[src/rtl/acc_pkg.sv]
// Purpose: constants and types for the acquisition chain conversion control
// Assumes: 40 MHz system clock standing in for the 4 MHz oscillator
// Notes: registers reached over a simple byte-wide register port
package acc_pkg;
  localparam logic [2:0] ADDR_RES_LOW = 3'h0;
  localparam logic [2:0] ADDR_RES_HIGH = 3'h1;
  localparam logic [2:0] ADDR_CTRL = 3'h2;
  localparam logic [2:0] ADDR_BIAS_EN = 3'h3;
  localparam logic [2:0] ADDR_FREQ_G2 = 3'h4;
  localparam logic [2:0] ADDR_G1_G3 = 3'h5;
  localparam logic [2:0] ADDR_OFS3 = 3'h6;
  localparam logic [2:0] ADDR_MUX = 3'h7;
  // field positions
  localparam int CTRL_START_BIT = 7;
  localparam int CTRL_NELC_LSB = 5;
  localparam int CTRL_OSR_LSB = 2;
  localparam int CTRL_CONTINUOUS_CONV_BIT_BIT = 1;
  localparam int MUX_DEF_BIT = 6;
  localparam int MUX_BUSY_BIT = 7;
  // reset values (start, test and restore always read zero)
  localparam logic [7:0] RST_CTRL = 8'h28;
  localparam logic [7:0] RST_BIAS_EN = 8'hf0;
  localparam logic [7:0] RST_FREQ_G2 = 8'hc0;
  localparam logic [7:0] RST_G1_G3 = 8'h0c;
  localparam logic [7:0] RST_OFS3 = 8'h00;
  localparam logic [7:0] RST_MUX = 8'h00;
  // timing: 4 MHz oscillator tick from the 40 MHz clock
  localparam int CLK_HZ = 40000000;
  localparam int OSC_HZ = 4000000;
  localparam logic [3:0] OSC_DIV = 4'(CLK_HZ / OSC_HZ);
  // sample tick divides the oscillator by 8,16,32,64 for codes 11..00
  localparam int SAMPLE_DIV_LOG_MIN = 3;

  typedef enum logic [1:0] {
    ST_IDLE = 2'b00,
    ST_CONV = 2'b01,
    ST_DONE = 2'b10
  } acc_state_t;

  typedef struct packed {
    logic [7:0] ctrl;
    logic [7:0] bias_en;
    logic [7:0] freq_g2;
    logic [7:0] g1_g3;
    logic [7:0] ofs3;
    logic [7:0] mux;
  } acc_cfg_t;

  typedef struct packed {
    logic [1:0] converter_bias_sel;
    logic [1:0] amplifier_bias_sel;
    logic [3:0] enable;
    logic stage1_gain_sel;
    logic [1:0] stage2_gain_sel;
    logic [3:0] stage2_offset_sel;
    logic [6:0] stage3_gain_sel;
    logic [6:0] stage3_offset_sel;
    logic [4:0] input_select;
    logic reference_select;
    logic chop;
  } acc_analog_t;

  typedef struct packed {
    acc_state_t state;
    acc_cfg_t cfg;
    logic [15:0] result;
    logic pending;
    logic [3:0] osc_cnt;
    logic [6:0] samp_cnt;
    logic [10:0] osr_cnt;
    logic [3:0] elc_cnt;
    logic [15:0] accum;
    logic trigger;
    logic [7:0] rdata;
    logic rvalid;
    acc_analog_t ana;
  } acc_state_all_t;
endpackage

[src/rtl/acc_conv_control.sv]
// Purpose: register bank and conversion sequencer of the acquisition chain
// Assumes: register port from the serial slave, same clock domain
// Notes: modulator bit stream arrives from the analog side as a pin
`timescale 1ns/10ps
`default_nettype none
module acc_conv_control (
  input wire logic clock_i,
  input wire logic rst_n_i,
  input wire logic reg_wr_i,
  input wire logic reg_rd_i,
  input wire logic [2:0] reg_addr_i,
  input wire logic [7:0] reg_wdata_i,
  input wire logic mod_bit_i,
  output logic [7:0] reg_rdata_o,
  output logic reg_rvalid_o,
  output logic busy_o,
  output logic trigger_o,
  output logic sample_tick_o,
  output acc_pkg::acc_analog_t analog_o
);

  acc_pkg::acc_state_all_t s_q;
  acc_pkg::acc_state_all_t s_d;
  logic mod_meta_q;
  logic mod_sync_q;
  logic samp_tick_q;

  // oversampling ratio 2^(3+n)
  function automatic logic [10:0] osr_len(input logic [2:0] sel);
    osr_len = 11'(11'h008 << sel);
  endfunction

  // elementary conversions 2^n
  function automatic logic [3:0] elc_len(input logic [1:0] sel);
    elc_len = 4'(4'h1 << sel);
  endfunction

  always_ff @(posedge clock_i or negedge rst_n_i) begin
    if (!rst_n_i) begin
      mod_meta_q <= 1'b0;
      mod_sync_q <= 1'b0;
    end else begin
      mod_meta_q <= mod_bit_i;
      mod_sync_q <= mod_meta_q;
    end
  end

  always_comb begin
    logic osc_tick;
    logic samp_tick;
    logic [6:0] samp_len;
    logic start_req;
    logic restart;
    logic wr;
    logic [7:0] rd;
    osc_tick = 1'b0;
    samp_tick = 1'b0;
    samp_len = 7'h00;
    start_req = 1'b0;
    restart = 1'b0;
    wr = 1'b0;
    rd = 8'h00;
    s_d = s_q;
    s_d.trigger = 1'b0;
    s_d.rvalid = 1'b0;

    // oscillator tick, then sample tick per frequency field
    osc_tick = (s_q.osc_cnt == acc_pkg::OSC_DIV - 4'h1);
    s_d.osc_cnt = osc_tick ? 4'h0 : s_q.osc_cnt + 4'h1;
    samp_len = 7'(7'h01 << (acc_pkg::SAMPLE_DIV_LOG_MIN + 3 -
                            int'(s_q.cfg.freq_g2[7:6])));
    samp_tick = 1'b0;
    if (osc_tick) begin
      if (s_q.samp_cnt >= samp_len - 7'h01) begin
        s_d.samp_cnt = 7'h00;
        samp_tick = 1'b1;
      end else begin
        s_d.samp_cnt = s_q.samp_cnt + 7'h01;
      end
    end

    // register writes
    wr = reg_wr_i;
    if (wr) begin
      case (reg_addr_i)
        acc_pkg::ADDR_CTRL: begin
          s_d.cfg.ctrl = reg_wdata_i & 8'h6e;
          start_req = reg_wdata_i[acc_pkg::CTRL_START_BIT];
          if (reg_wdata_i[acc_pkg::CTRL_CONTINUOUS_CONV_BIT_BIT] &&
              !s_q.cfg.ctrl[acc_pkg::CTRL_CONTINUOUS_CONV_BIT_BIT]) begin
            start_req = 1'b1;
          end
        end
        acc_pkg::ADDR_BIAS_EN: s_d.cfg.bias_en = reg_wdata_i;
        acc_pkg::ADDR_FREQ_G2: s_d.cfg.freq_g2 = reg_wdata_i;
        acc_pkg::ADDR_G1_G3: s_d.cfg.g1_g3 = reg_wdata_i;
        acc_pkg::ADDR_OFS3: s_d.cfg.ofs3 = reg_wdata_i & 8'h7f;
        acc_pkg::ADDR_MUX: begin
          if (reg_wdata_i[acc_pkg::MUX_DEF_BIT]) begin
            // restore every setting, restart the conversion, even from idle
            s_d.cfg.ctrl = acc_pkg::RST_CTRL;
            s_d.cfg.bias_en = acc_pkg::RST_BIAS_EN;
            s_d.cfg.freq_g2 = acc_pkg::RST_FREQ_G2;
            s_d.cfg.g1_g3 = acc_pkg::RST_G1_G3;
            s_d.cfg.ofs3 = acc_pkg::RST_OFS3;
            s_d.cfg.mux = acc_pkg::RST_MUX;
            restart = 1'b1;
          end else begin
            s_d.cfg.mux = reg_wdata_i & 8'h3f;
          end
        end
        default: ;
      endcase
    end

    // pending request is served in idle or as soon as the running conversion finishes
    if (start_req) begin
      s_d.pending = 1'b1;
    end

    // sequencer
    case (s_q.state)
      acc_pkg::ST_IDLE: begin
        if (start_req || s_q.pending) begin
          s_d.pending = 1'b0;
          s_d.state = acc_pkg::ST_CONV;
          s_d.osr_cnt = 11'h000;
          s_d.elc_cnt = 4'h0;
          s_d.accum = 16'h0000;
          s_d.ana.chop = 1'b0;
        end
      end
      acc_pkg::ST_CONV: begin
        // same timing whichever mode started it
        if (samp_tick) begin
          s_d.accum = s_q.accum + (mod_sync_q ^ s_q.ana.chop ?
                                   16'h0001 : 16'hffff);
          if (s_q.osr_cnt == osr_len(s_q.cfg.ctrl[4:2]) - 11'h001) begin
            s_d.osr_cnt = 11'h000;
            s_d.ana.chop = ~s_q.ana.chop;
            if (s_q.elc_cnt == elc_len(s_q.cfg.ctrl[6:5]) - 4'h1) begin
              s_d.state = acc_pkg::ST_DONE;
            end else begin
              s_d.elc_cnt = s_q.elc_cnt + 4'h1;
            end
          end else begin
            s_d.osr_cnt = s_q.osr_cnt + 11'h001;
          end
        end
      end
      acc_pkg::ST_DONE: begin
        // both bytes written in one edge
        s_d.result = s_q.accum;
        s_d.trigger = 1'b1;
        if (s_q.cfg.ctrl[acc_pkg::CTRL_CONTINUOUS_CONV_BIT_BIT] || s_q.pending) begin
          s_d.pending = start_req;
          s_d.state = acc_pkg::ST_CONV;
          s_d.osr_cnt = 11'h000;
          s_d.elc_cnt = 4'h0;
          s_d.accum = 16'h0000;
          s_d.ana.chop = 1'b0;
        end else begin
          s_d.state = acc_pkg::ST_IDLE;
        end
      end
      default: s_d.state = acc_pkg::ST_IDLE;
    endcase

    if (restart) begin
      s_d.state = acc_pkg::ST_CONV;
      s_d.pending = 1'b0;
      s_d.osr_cnt = 11'h000;
      s_d.elc_cnt = 4'h0;
      s_d.accum = 16'h0000;
      s_d.ana.chop = 1'b0;
    end

    // register reads, eight byte registers
    case (reg_addr_i)
      acc_pkg::ADDR_RES_LOW: rd = s_q.result[7:0];
      acc_pkg::ADDR_RES_HIGH: rd = s_q.result[15:8];
      acc_pkg::ADDR_CTRL: rd = s_q.cfg.ctrl;
      acc_pkg::ADDR_BIAS_EN: rd = s_q.cfg.bias_en;
      acc_pkg::ADDR_FREQ_G2: rd = s_q.cfg.freq_g2;
      acc_pkg::ADDR_G1_G3: rd = s_q.cfg.g1_g3;
      acc_pkg::ADDR_OFS3: rd = s_q.cfg.ofs3;
      acc_pkg::ADDR_MUX: begin
        rd = s_q.cfg.mux;
        rd[acc_pkg::MUX_BUSY_BIT] = (s_q.state != acc_pkg::ST_IDLE);
      end
      default: rd = 8'h00;
    endcase
    if (reg_rd_i) begin
      s_d.rdata = rd;
      s_d.rvalid = 1'b1;
    end

    // analog settings decoded from the registers
    s_d.ana.converter_bias_sel = s_d.cfg.bias_en[7:6];
    s_d.ana.amplifier_bias_sel = s_d.cfg.bias_en[5:4];
    s_d.ana.enable = s_d.cfg.bias_en[3:0];
    s_d.ana.stage1_gain_sel = s_d.cfg.g1_g3[7];
    s_d.ana.stage2_gain_sel = s_d.cfg.freq_g2[5:4];
    s_d.ana.stage2_offset_sel = s_d.cfg.freq_g2[3:0];
    s_d.ana.stage3_gain_sel = s_d.cfg.g1_g3[6:0];
    s_d.ana.stage3_offset_sel = s_d.cfg.ofs3[6:0];
    s_d.ana.input_select = s_d.cfg.mux[5:1];
    s_d.ana.reference_select = s_d.cfg.mux[0];
  end

  always_ff @(posedge clock_i or negedge rst_n_i) begin
    if (!rst_n_i) begin
      s_q <= '0;
      s_q.cfg.ctrl <= acc_pkg::RST_CTRL;
      s_q.cfg.bias_en <= acc_pkg::RST_BIAS_EN;
      s_q.cfg.freq_g2 <= acc_pkg::RST_FREQ_G2;
      s_q.cfg.g1_g3 <= acc_pkg::RST_G1_G3;
      s_q.cfg.ofs3 <= acc_pkg::RST_OFS3;
      s_q.cfg.mux <= acc_pkg::RST_MUX;
      s_q.ana.converter_bias_sel <= acc_pkg::RST_BIAS_EN[7:6];
      s_q.ana.amplifier_bias_sel <= acc_pkg::RST_BIAS_EN[5:4];
      s_q.ana.stage3_gain_sel <= acc_pkg::RST_G1_G3[6:0];
      samp_tick_q <= 1'b0;
    end else begin
      s_q <= s_d;
      samp_tick_q <= (s_q.osc_cnt == acc_pkg::OSC_DIV - 4'h1) &&
                     (s_d.samp_cnt == 7'h00);
    end
  end

  assign reg_rdata_o = s_q.rdata;
  assign reg_rvalid_o = s_q.rvalid;
  assign busy_o = (s_q.state != acc_pkg::ST_IDLE) ? 1'b1 : 1'b0;
  assign trigger_o = s_q.trigger;
  assign sample_tick_o = samp_tick_q;
  assign analog_o = s_q.ana;

endmodule
`default_nettype wire

[config.mk]
export PLATFORM = sky130hd
export DESIGN_NAME = acc_conv_control
export DESIGN_NICKNAME = d
export VERILOG_FILES = /design/src/rtl/acc_pkg.sv /design/src/rtl/acc_conv_control.sv
export SDC_FILE = /design/constraint.sdc
export NUM_CORES = 1
export LEC_CHECK = 0
export BUFFER_PORTS_ARGS = -buffer_cell sky130_fd_sc_hd__buf_2
export CAP_MARGIN = 20
export CORE_ASPECT_RATIO = 2
export CORE_MARGIN = 2
export CORE_UTILIZATION = 35
export CTS_CLUSTER_SIZE = 10
export DETAILED_ROUTE_END_ITERATION = 16
export GPL_TIMING_DRIVEN = 1
export SLEW_MARGIN = 0
export SYNTH_ARGS = -nofsm -noshare
export SYNTH_HDL_FRONTEND = slang
export SYNTH_SLANG_ARGS = --single-unit
[constraint.sdc]
create_clock -name clock_i -period 4.6 [get_ports clock_i]
set_input_delay 0.46 -clock clock_i [delete_from_list [all_inputs] [get_ports clock_i]]
set_output_delay 0.46 -clock clock_i [all_outputs]
set_load 0.1 [all_outputs]
==> flow_results.org, run 1 <==
** Status
- The run finished with clean final reports.

** STA
- Setup repair after global routing left no endpoint under its margin.
- For the finished layout, the period the worst path requires is 3.035 ns.
- The final-report hold violation count was 0.
- Final setup violation count :: 0
- Number of pins with negative max-slew slack in the final report :: 0
- Post-route clock skew :: 0.007097 ns
- Timing-limited maximum frequency :: 329.5 MHz
- In the final timing run, aggregate negative setup slack is 0 ns.
- At the pin with the least slew margin, the transition time is 0.9846 ns.
- Dividing the final minimum period by the clock period gives 65.97%.
- Headroom to the max-slew limit came out at 34.36%.

** Synthesis
- Yosys printed 0 warnings.
- Flop and latch count out of synthesis :: 117
- Post-synthesis mux area share :: 5.806%
- Summing the areas of all compound-gate instances in the mapped netlist gives 20.50% of the synthesized area.
- The synthesized design spends more area on one cell type than any other, namely sky130_fd_sc_hd__dfrtp_1.
- Number of flops mapped to enable cells by yosys :: 0
- Ranked by total cell area, the synthesized netlist is headed by sky130_fd_sc_hd__dfrtp_1, sky130_fd_sc_hd__ha_1, sky130_fd_sc_hd__o21ai_0.
- Post-synthesis simple-gate area fraction :: 14.67%
- Top_reg_cell synth :: sky130_fd_sc_hd__dfrtp_1
- Post-Syn Area :: 6874 sq um
- Portion of synthesized cell area occupied by the leading cell type :: 38.95%
- The average instance in the mapped netlist occupies 9.495 sq um.
- In the synthesized netlist, the cells that appear most often are sky130_fd_sc_hd__dfrtp_1, sky130_fd_sc_hd__nand2_1, sky130_fd_sc_hd__o21ai_0.
- Fraction of synthesized cell area in xor and xnor cells :: 2.548%
- Sequential fraction of the synthesis area :: 42.77%
- Yosys instantiated no cell more often than sky130_fd_sc_hd__dfrtp_1.
- Adder and majority cell fraction of the synthesized area :: 6.116%
- In the synthesized netlist, the number of instances is 724.
- Counting distinct cell types in the post-synthesis netlist gives 69.
- Fraction of registers with async set/reset :: 100.0%
- After synthesis, the largest family of logic cells by area is compound AO/OA/AOI/OAI gates.

** Finish
- Storage cell area :: 2940 sq um
- Layout area overhead :: 12.83%
- Of the cells placed in the final design, the portion with a size suffix greater than 1 is 18.60%.
- Total Nets Final :: 794
- The repair_antennas step left the layout with diodes totalling 0.
- After filler insertion, the fill cell instance count of the layout stands at 1945.
- For this run, the number of standard cells in the final layout without fillers is 1017.
- Multi-input gate area :: 3423 sq um
- After routing the design area is 7756 sq um.
- Fraction of the core area covered by cells at the end of the flow :: 40.23%

** Worst hold path
- Counting instances, the worst hold path has a depth of 1.
- Sink of the worst hold path :: mod_meta_q
- Worst hold-check path type :: in2reg
- Hold wc startpoint :: mod_bit_i

** Global routing
- For this run, the total global-route usage over all layers was measured as 18.78%.
- The first global-routing pass estimated 29660 um of wire.
- For this run the aggregate overflow at the end of global routing stands at 0.
- Number of global-route vias before repair :: 5596
- Entering global routing, the biggest net connects 47 pins.
- Antenna violations before repair :: 0

** Power and ir drop
- Overall power after layout :: 3.942 mW
- Of the total power, the share spent switching nets is 40.56%.
- Clock group share of total power :: 35.0%
- Dividing total power by cell area gives a power density of 508.2 nW/um^2.
- VDD IR max :: 0.0002146 V
- Share of power burned in registers :: 31.7%
- Reported net switching power :: 1.599 mW
- Summed over all cells, the static leakage comes to 3.533 nW.
- The internal portion of the total power is 2.343 mW.
- Part of the power in combinational logic :: 33.3%

** CTS
- Clock-pin slew of the registers on the worst-case setup and hold paths :: 0.06 ns
- Gates resized, CTS repair :: 0
- The H-tree was split into 4 levels.
- Cell at the root of the clock tree :: sky130_fd_sc_hd__clkbuf_16
- Clock latency on the worst-skew pair, taken at its later pin, is 0.42 ns.
- Clock sink count :: 117
- The clock passes through at most 2 buffers.
- TritonCTS built the clock tree.
- TritonCTS created 17 clock buffers.

** Run
- Number of max-cap violations :: 0

** Worst setup path
- The startpoint identified for the worst register-to-register timing path is analog_o[0].
- The worst setup path is captured at a flop.
- Depth of the worst register-to-register path :: 9
- The worst setup path is of the in2reg kind.
- Worst EP arrival :: 3.39 ns
- Worst reg2reg endpoint :: s_q[54]
- STA classifies the critical path startpoint as an input port.
- Data on the critical path is required at its endpoint by 4.96 ns.
- Peak fanout along the critical path :: 29
- The setup check on the worst reg-to-reg path leaves a slack of 1.74 ns.

** Placement
- In this run the tool buffered the top-level ports with 63 buffer cells.
- Post-placement cell area :: 7133 sq um
- Final weighted congestion of routability-driven global placement :: 0.8895
- Hpwl dp :: 14090 um
- In this run, placement finished with an instance count of 984.

** Floorplanning
- Initial Utilization :: 35.66%
- Total die area :: 20840 sq um
- The region available for standard cell placement spans 19280 sq um.
- Die Span X :: 103.1 um
- Vertical die dimension :: 202.2 um
- Number of rows created at floorplan :: 72
- I/O pin count :: 64

** Routing
- M1 wire length :: 6683 um
- Starting DRC count in detailed routing :: 245
- In the routed design, unresolved DRC markers number 0.
- For this block, the routed nets add up to 18460 um of wire.
- The final route contains 5526 vias.
- Final antenna-violating net count :: 0
- Total length of routed met2 wires :: 10200 um
- Wire length on met3 :: 631 um
- Via count normalized by instance count :: 5.434
- Total iterations of the first detailed-routing run :: 5
- Signal routing reaches up to met4.
- Routed WL per cell :: 18.15 um
[cell type report]
cell class,instances,area share (%)
Clock inverter,8,1.565
Timing Repair Buffer,69,4.710
Sequential cell,117,37.91
Clock buffer,24,6.340
Multi-Input combinational cell,516,44.14
Inverter,24,1.161
Tap cell,259,4.178
[cells by family (layout without fill, tap and decap cells)]
kind of cell | after synthesis | after routing
other | 1 | 3
DFF | 117 | 117
xor gates and xnor gates | 20 | 20
buffers and inverters | 93 | 125
and+or+nand+nor | 209 | 209
muxes | 35 | 35
adders and majority gates | 33 | 33
AOI/OAI and AO/OA | 216 | 216
[routing by layer]
metal	vias up	global-route usage, %
met5	-	0
met4	0	10.81
met3	50	3.976
met2	162	33.77
met1	2682	19.33
li1	2632	-
[registers in the layout (all words and copies together), names as in the netlist]
name and flops:
s_q 82, reg_rdata_o 8, reg_rvalid_o 1, mod_sync_q 1, mod_meta_q 1, analog_o 22
sample_tick_o 1, trigger_o 1
[per-stage QoR]
step                      setup slack, ns  hold slack, ns
after floorplan                     1.509          0.1644
after global placement              1.214          0.3336
after detailed placement            1.176          0.3358
after CTS                           1.611          0.1227
after global routing                1.227          0.1312
final                               1.565          0.1390
[worst max path at each step]
stage	from	to	slack (ns)	cells past startpoint
after global routing	reg_addr_i[1]	s_q[61]	1.23	7
after floorplan	analog_o[0]	s_q[61]	1.51	8
after CTS	reg_addr_i[1]	s_q[61]	1.61	7
final	reg_addr_i[1]	s_q[61]	1.57	7
after detailed placement	reg_addr_i[1]	s_q[61]	1.18	7
after global placement	reg_addr_i[1]	s_q[61]	1.21	7
[power by group through the flow]
stage,logic (mW),clock network (mW),registers (mW)
final,1.31,1.38,1.25
after global routing,1.40,1.44,1.26
after CTS,1.32,1.40,1.25
after detailed placement,1.31,0,1.27
after global placement,1.31,0,1.27
after floorplan,1.10,0,1.25
[timing repair]
item,4_1_cts,5_1_grt
endpoints found under the hold margin,16,0
hold buffers,1,0
buffers inserted,0,0
[cells in the final DEF, fill, tap and decap left out, types with 7 or more instances in the layout]
cell / count
sky130_fd_sc_hd__dfrtp_1: 107
sky130_fd_sc_hd__nand2_1: 79
sky130_fd_sc_hd__o21ai_0: 74
sky130_fd_sc_hd__buf_2: 62
sky130_fd_sc_hd__nor2_1: 42
sky130_fd_sc_hd__a21oi_1: 34
sky130_fd_sc_hd__ha_1: 32
sky130_fd_sc_hd__nand3_1: 28
sky130_fd_sc_hd__inv_1: 23
sky130_fd_sc_hd__a22o_1: 20
sky130_fd_sc_hd__mux2_2: 19
sky130_fd_sc_hd__clkbuf_16: 17
sky130_fd_sc_hd__mux2i_1: 14
sky130_fd_sc_hd__o211ai_1: 13
sky130_fd_sc_hd__xnor2_1: 12
sky130_fd_sc_hd__a31oi_1: 11
sky130_fd_sc_hd__dfstp_2: 10
sky130_fd_sc_hd__xor2_1: 8
sky130_fd_sc_hd__nand4_1: 7
sky130_fd_sc_hd__o21a_1: 7
sky130_fd_sc_hd__nor3_1: 7
[critical path, stage by stage]
cell and delay (ns):
sky130_fd_sc_hd__buf_2 0.45, sky130_fd_sc_hd__nor4bb_1 0.89, sky130_fd_sc_hd__o21a_1 0.28, sky130_fd_sc_hd__o21a_1 0.19, sky130_fd_sc_hd__nand4_1 0.46, sky130_fd_sc_hd__or4_1 0.57, sky130_fd_sc_hd__nand3_1 0.08
No activity file was read; power rests on OpenSTA's default activity.
==> inputs of run 2 (changes only) <==
==> constraint.sdc (replaced) <==
create_clock -name clock_i -period 2.9 [get_ports clock_i]
set_input_delay 0.29 -clock clock_i [delete_from_list [all_inputs] [get_ports clock_i]]
set_output_delay 0.29 -clock clock_i [all_outputs]
set_load 0.1 [all_outputs]
==> run 2 against run 1 <==
Die area is the same. Global-route usage increased by 0.45 points. Utilization increased by 0.58 points. Count of clock-buffer cells in the layout fell by 2. Critical path depth up 2. Combinational power rose by 65%. Sequential share of layout area down 0.54 points. Sequential cell count did not move. Clock power up 40%. Clock skew is 0.0015 ns higher. Setup slack got worse by 1.4 ns. Wire length rose by 3.7%. Largest power group is now combinational cells.
==> flow_results.org, run 2 (synthesis gave the netlist of run 1 again) <==
** Worst setup path
- The worst stage delay on the critical path is 0.49 ns (-0.40 ns).
- Start-to-end type of the worst setup path :: reg2reg
- STA classifies the critical path endpoint as a flop.
- Required time at the worst-slack endpoint :: 3.26 ns (-1.70 ns)
- The worst endpoint data arrival time was 3.12 ns (-0.27 ns).
- Cell with the largest stage delay on the worst path :: sky130_fd_sc_hd__a2111oi_2
- Chain of cells forming the critical path :: xnor2_4, buf_4, fa_1, a211oi_1, o21bai_1, a2111oi_2, o21ai_0, a211o_1, nand2_1
- Crit path launch type :: flop
- Tracing the worst setup path back leads to its startpoint at analog_o[0].
- The worst register-to-register path begins at analog_o[0].
- Peak fanout along the critical path :: 8 (-72%)

** Power and ir drop
- The highest ir drop seen on vdd was 0.0004256 V (+98%).
- The total chip power was 6.070 mW (+54%).
- Leakage Power :: 3.598 nW (+1.9%)
- The power density relative to cell area is 771.4 nW/um^2 (+52%).

** Floorplanning
- Die Span X :: 103.1 um (unchanged)
- Initial Utilization :: 35.66% (unchanged)
- Total die area :: 20840 sq um (unchanged)
- Number of rows created at floorplan :: 72 (unchanged)
- Vertical die dimension :: 202.2 um (unchanged)
- Area of the placeable core :: 19280 sq um (unchanged)
- I/O pin count :: 64 (unchanged)

** Finish
- Number of flip-flops in the largest register :: 82 (unchanged)
- Leaving out fill and tap cells, the most frequent cells in the layout are sky130_fd_sc_hd__dfrtp_1, sky130_fd_sc_hd__nand2_1, sky130_fd_sc_hd__o21ai_0.
- The register with the most flip-flops in the final layout is s_q.
- Leaving out fill and tap cells, the most frequent cell in the layout is sky130_fd_sc_hd__dfrtp_1.
- The core occupancy in the finished layout came to 40.82% (+0.58 points).
- Layout area overhead :: 14.47%
- The antenna diode count is 0 (unchanged).
- The final instance area was 7869 sq um (+1.5%).
- Total Nets Final :: 813 (+2.4%)
- The share of post-route cells with drive strength above 1 was 20.72% (+2.1 points).
- Fillcell total :: 1940 (-0.26%)

** Global routing
- The via count of the first global-routing pass was 5610 (+0.25%).
- The overall global routing resource usage was 19.23% (+0.45 points).
- Antenna violations before repair :: 0 (unchanged)
- The first-pass GRT wire length was 30260 um (+2.0%).
- Overall overflow remaining after global route :: 0 (unchanged)
- Largest net degree at the start of global routing :: 54 (+15%)

** CTS
- Clock sink count :: 117 (unchanged)
- The source-to-sink clock delay at the later pin of the worst-skew pair was 0.43 ns (about the same).
- Cell at the root of the clock tree :: sky130_fd_sc_hd__clkbuf_16
- The TritonCTS buffer count was 17 (unchanged).
- H-Tree Depth :: 4 (unchanged)
- Number of setup buffers added after CTS :: 0 (unchanged)
- Maximum buffer depth of the clock tree :: 2 (unchanged)
- The clock-pin slew on the worst setup and hold paths was 0.06 ns (about the same).
- TritonCTS clock tree :: done

** Placement
- The count of input and output buffers was 63 (unchanged).
- The placer's final routability congestion estimate is 0.8804 (-1.0%).
- Setup slack after placement :: -0.06048 ns (-1.237 ns)
- The post-detailed-placement cell area is 7288 sq um (+2.2%).
- Hpwl dp :: 14560 um (+3.3%)

** Status
- The run finished with clean final reports.

** STA
- The worst path needs 2.755 ns of the cycle, external delays included.
- The tightest slew margin relative to the limit is 56.45% (+22 points).
- The worst-margin pin slew came to 0.6503 ns (-0.3343 ns).
- The final worst setup slack was 0.1452 ns (-1.420 ns).
- The final-report hold violation count was 0 (unchanged).
- Number of pins with negative max-slew slack in the final report :: 0 (unchanged)
- The final number of setup-violating endpoints came to 0 (unchanged).
- Static timing analysis puts the maximum clock frequency at 363.0 MHz.
- Post-route clock skew :: 0.008573 ns (+0.001477 ns)
- Worst hold-check slack :: 0.1279 ns (-0.01113 ns)
- Setup repair after global routing left no endpoint under its margin.
- Dividing the final minimum period by the clock period gives 94.99%.

** Routing
- The average wire length per cell after detail routing came to 18.47 um (+1.8%).
- The total number of vias is 5660 (+2.4%).
- Routed WL :: 19140 um (+3.7%)
- Total iterations of the first detailed-routing run :: 4 (-1)
- The ratio of routed vias to standard cells is 5.463 (+0.55%).
- The antenna violation net count after detailed routing is 0 (unchanged).
- Starting DRC count in detailed routing :: 268 (+9.4%)
- The remaining design rule violation count came to 0 (unchanged).

** Worst hold path
- The tightest min-delay check is of the in2reg type.
- Hold wc startpoint :: reg_wr_i

** Run
- The max-capacitance violation count is 0 (unchanged).
-- run 2: changes by cell type in the layout (fill, tap and decap cells not counted), moves of 2 or more --
cell                         delta
sky130_fd_sc_hd__clkinv_2       +3
sky130_fd_sc_hd__bufinv_16      -2
sky130_fd_sc_hd__clkbuf_8       -3
sky130_fd_sc_hd__clkinvlp_4     +2
sky130_fd_sc_hd__buf_4         +17
-- run 2: critical path: cells and delay by family (launching register included) --
family | cells | cell delay [ns]
simple gates | 1 | 0.05
fa+ha+maj | 1 | 0.42
flops | 1 | 0.45
xor+xnor | 1 | 0.24
compound gates | 5 | 1.34
buf+inv | 1 | 0.20
-- run 2: layout make-up --
type / instances / area [sq um] / share of cell area (%)
clock inverters: 10 / 82.58 / 1.049
multi-input cells: 516 / 3455 / 43.90
inverters: 24 / 90.09 / 1.145
repair buffers: 88 / 523.0 / 6.647
well taps: 259 / 324.1 / 4.118
flip-flops and latches: 117 / 2940 / 37.37
clock buffers: 22 / 454.2 / 5.772
-- run 2: worst paths after layout --
path / slack (ns) / depth (start not counted) / to
max in group asynchronous: 1.71 / 3 / analog_o[16]
setup reg to reg: 0.15 / 9 / s_q[54]
min in group asynchronous: 0.40 / 2 / s_q[73]
setup / recovery: 0.15 / 9 / s_q[54]
hold / removal: 0.13 / 2 / s_q[151]
hold reg to reg: 0.35 / 0 / mod_sync_q
-- run 2: per-layer routing --
metal	part of all wire [%]	GRT usage [%]	wire [um]
met5	0	0	0
met3	3.4	3.907	654
met2	56	34.81	10650
met4	4.3	10.43	818
met1	37	19.96	7019
-- run 2: stage by stage --
step	std cells	TNS, ns
floorplan	726	0
global placement	1002	0
detailed placement	1002	-0.06048
CTS	1036	0
global route	1036	0
finish	1036	0
-- run 2: power breakdown --
group / switching, mW / leakage, nW / internal (mW)
Sequential: 0.168 / 1.52 / 1.82
Combinational: 1.65 / 1.81 / 0.507
Clock: 0.741 / 0.259 / 1.19
Total: 2.56 / 3.60 / 3.51
-- run 2: repair_timing --
item,in CTS,in global routing
endpoints found under the setup margin,1,2
pin swaps,0,0
hold endpoints to repair,32,0
gates resized for setup,2,2
hold buffers,2,0
==> inputs of run 3 (changes only) <==
==> constraint.sdc (replaced) <==
create_clock -name clock_i -period 2.9 [get_ports clock_i]
set_input_delay 0.145 -clock clock_i [delete_from_list [all_inputs] [get_ports clock_i]]
set_output_delay 0.145 -clock clock_i [all_outputs]
set_load 0.1 [all_outputs]
==> run 3 against run 2 <==
Die area unchanged. Cell area increased by 0.64%. Combinational power about the same. Wire length shrank 2.2%. Sequential power is essentially flat. First-iteration DRC count decreased by 27%. Hold slack worse by 0.098 ns. Register-to-register slack better by 0.05 ns.
==> flow_results.org, run 3 (synthesis gave the netlist of run 1 again) <==
** Status
- The run finished with clean final reports.

** Worst setup path
- The endpoint required time on the critical path came to 3.26 ns (about the same).
- In this run the critical register-to-register path is launched from analog_o[0].
- STA classifies the critical path endpoint as a flop.
- The largest fanout on the critical path was 8 (unchanged).
- Traced cell by cell, the critical path runs through xnor2_4, buf_4, ha_1, nand2_1, o21ai_0, a211o_1, a21oi_1, or4_1, nand3_1.
- In this run the worst setup path begins at analog_o[0].
- Crit path launch type :: flop
- Worst EP arrival :: 3.06 ns (-0.06 ns)
- Cell with the largest stage delay on the worst path :: sky130_fd_sc_hd__or4_1
- Buffer and inverter count on the worst path :: 1 (unchanged)
- Family with the most delay on the worst path :: compound AO/OA/AOI/OAI gates
- Start-to-end type of the worst setup path :: reg2reg
- Largest stage delay, worst path :: 0.49 ns (about the same)

** Worst hold path
- Worst hold-check path type :: in2reg
- The startpoint identified for the worst hold timing path is reg_wdata_i[7].

** Floorplanning
- Total die area :: 20840 sq um (unchanged)
- The area of the core region was 19280 sq um (unchanged).
- The floorplan die width was 103.1 um (unchanged).
- Vertical die dimension :: 202.2 um (unchanged)
- The cell row count came to 72 (unchanged).
- The initial core utilization is 35.66% (unchanged).
- The number of placed I/O pins was 64 (unchanged).

** Power and ir drop
- Leakage Power :: 3.615 nW (+0.46%)
- The highest ir drop seen on vdd was 0.0003905 V (-8.3%).
- Overall power after layout :: 6.181 mW (+1.8%)
- Power per Cell Area :: 780.6 nW/um^2 (+1.2%)

** Finish
- Share of layout cells above drive strength 1 :: 20.95% (+0.23 points)
- The total of fill cells in the finished design is 1944 (+0.21%).
- The number of flip-flops in the largest register was 82 (unchanged).
- Fin area :: 7919 sq um (+0.64%)
- Layout area overhead :: 15.20%
- Largest Register :: s_q
- The count of placed standard cells in the final layout, fillers left out came to 1037 (+0.097%).
- The final net count is 814 (+0.12%).
- The antenna diode count is 0 (unchanged).
- In the layout the commonest cells are sky130_fd_sc_hd__dfrtp_1, sky130_fd_sc_hd__nand2_1, sky130_fd_sc_hd__o21ai_0.
- The library cell used most frequently in the layout, excluding fill and tap cells, is sky130_fd_sc_hd__dfrtp_1.

** Placement
- The count of input and output buffers came to 63 (unchanged).
- The placed wire-length estimate is 14030 um (-3.7%).
- The post-detailed-placement cell area is 7281 sq um (-0.10%).
- Final weighted congestion of routability-driven global placement :: 0.8933 (+1.5%)
- The worst-case setup slack after placement is 0.08201 ns (+0.1425 ns).
- The total instance count after detailed placement came to 1001 (-0.10%).

** Global routing
- Overall track demand over capacity in global routing :: 18.90% (-0.33 points)
- The sum of overflow across all layers after global routing is 0 (unchanged).
- Antenna violations before repair :: 0 (unchanged)
- The via count of the first global-routing pass is 5616 (+0.11%).
- The first-pass GRT wire length is 30020 um (-0.80%).
- Largest net degree at the start of global routing :: 50 (-7.4%)

** Routing
- Total number of vias :: 5571 (-1.6%)
- Starting DRC count in detailed routing :: 196 (-27%)
- Total iterations of the first detailed-routing run :: 5 (+1)
- The remaining design rule violation count came to 0 (unchanged).
- The average wire length per cell after detail routing is 18.05 um (-2.3%).
- Final antenna-violating net count :: 0 (unchanged)
- Via count normalized by instance count :: 5.372 (-1.7%)
- The wire length reported by the detailed router was 18710 um (-2.2%).

** STA
- Timing-limited maximum frequency :: 370.0 MHz (+1.9%)
- Worst slew margin :: 46.06% (-10 points)
- The max-slew violation count is 0 (unchanged).
- The setup TNS is 0 ns (unchanged).
- Tightest Pin Transition :: 0.8038 ns (+0.1534 ns)
- RSZ-0062 raised after global routing :: no
- The final number of setup-violating endpoints was 0 (unchanged).
- Final critical-path required period :: 2.703 ns (-0.05184 ns)
- Final worst path period share :: 93.21% (-1.8 points)
- Post-route clock skew :: 0.005985 ns (-0.002588 ns)
- The final worst setup slack was 0.1971 ns (+0.05184 ns).
- Hold Fails Final Rpt :: 0 (unchanged)

** CTS
- Clock sink count :: 117 (unchanged)
- Maximum buffer depth of the clock tree :: 2 (unchanged)
- The TritonCTS buffer count came to 17 (unchanged).
- The number of H-tree levels is 4 (unchanged).
- The clock-pin slew on the worst setup and hold paths was 0.06 ns (about the same).
- The buffer count from post-CTS setup fixing is 0 (unchanged).
- The source-to-sink clock delay at the later pin of the worst-skew pair is 0.42 ns (about the same).
- Cell at the root of the clock tree :: sky130_fd_sc_hd__clkbuf_16
- TritonCTS clock tree :: done

** Run
- Number of max-cap violations :: 0 (unchanged)
run 3: cell type report:
cell class                      instances  area (sq um)  area share, %
Sequential cell                       117          2940          37.13
Inverter                               24         90.09          1.138
Timing Repair Buffer                   89         535.5          6.763
Multi-Input combinational cell        516          3448          43.55
Tap cell                              259         324.1          4.092
Clock inverter                         11         100.1          1.264
Clock buffer                           21         480.5          6.067
run 3: worst paths after layout:
| path | end | slack (ns) | cells after the start |
|---|---|---|---|
| worst max-delay path | s_q[61] | 0.20 | 9 |
| max in group asynchronous | analog_o[32] | 1.79 | 3 |
| worst min-delay path | s_q[136] | 0.03 | 3 |
| worst min register to register | mod_sync_q | 0.36 | 0 |
| min in group asynchronous | s_q[73] | 0.28 | 2 |
| worst max register to register | s_q[61] | 0.20 | 9 |
run 3: timing repair:
action / 4_1_cts / 5_1_grt
endpoints found under the hold margin: 41 / 0
hold buffers: 4 / 0
gates resized for setup: 0 / 3
setup endpoints to repair: 0 / 2
run 3: report_power, final:
group | switching, mW | internal, mW | total (mW)
registers | 0.168 | 1.82 | 1.99
logic | 1.65 | 0.491 | 2.14
clock network | 0.788 | 1.27 | 2.05
run 3: worst reg2reg max path, cell delays in order, from the launching register on:
cell and delay (ns):
sky130_fd_sc_hd__dfrtp_1 0.46, sky130_fd_sc_hd__xnor2_4 0.23, sky130_fd_sc_hd__buf_4 0.19, sky130_fd_sc_hd__ha_1 0.39, sky130_fd_sc_hd__nand2_1 0.10, sky130_fd_sc_hd__o21ai_0 0.44
sky130_fd_sc_hd__a211o_1 0.20, sky130_fd_sc_hd__a21oi_1 0.06, sky130_fd_sc_hd__or4_1 0.49, sky130_fd_sc_hd__nand3_1 0.08
run 3: layer usage:
metal | track usage [%] | vias to the layer above | part of all wire [%]
li1 | - | 2673 | -
met1 | 20.26 | 2720 | 38
met2 | 33.65 | 136 | 54
met3 | 3.804 | 42 | 3.4
met4 | 10.10 | 0 | 4.6
met5 | 0 | - | 0
run 3: per-stage QoR:
step,hold WS [ns],utilization [%]
after floorplan,-0.1506,-
after global placement,0.1983,37.77
after detailed placement,0.2014,37.77
after CTS,0.01462,40.99
after global routing,0.01938,41.08
final,0.02962,41.08
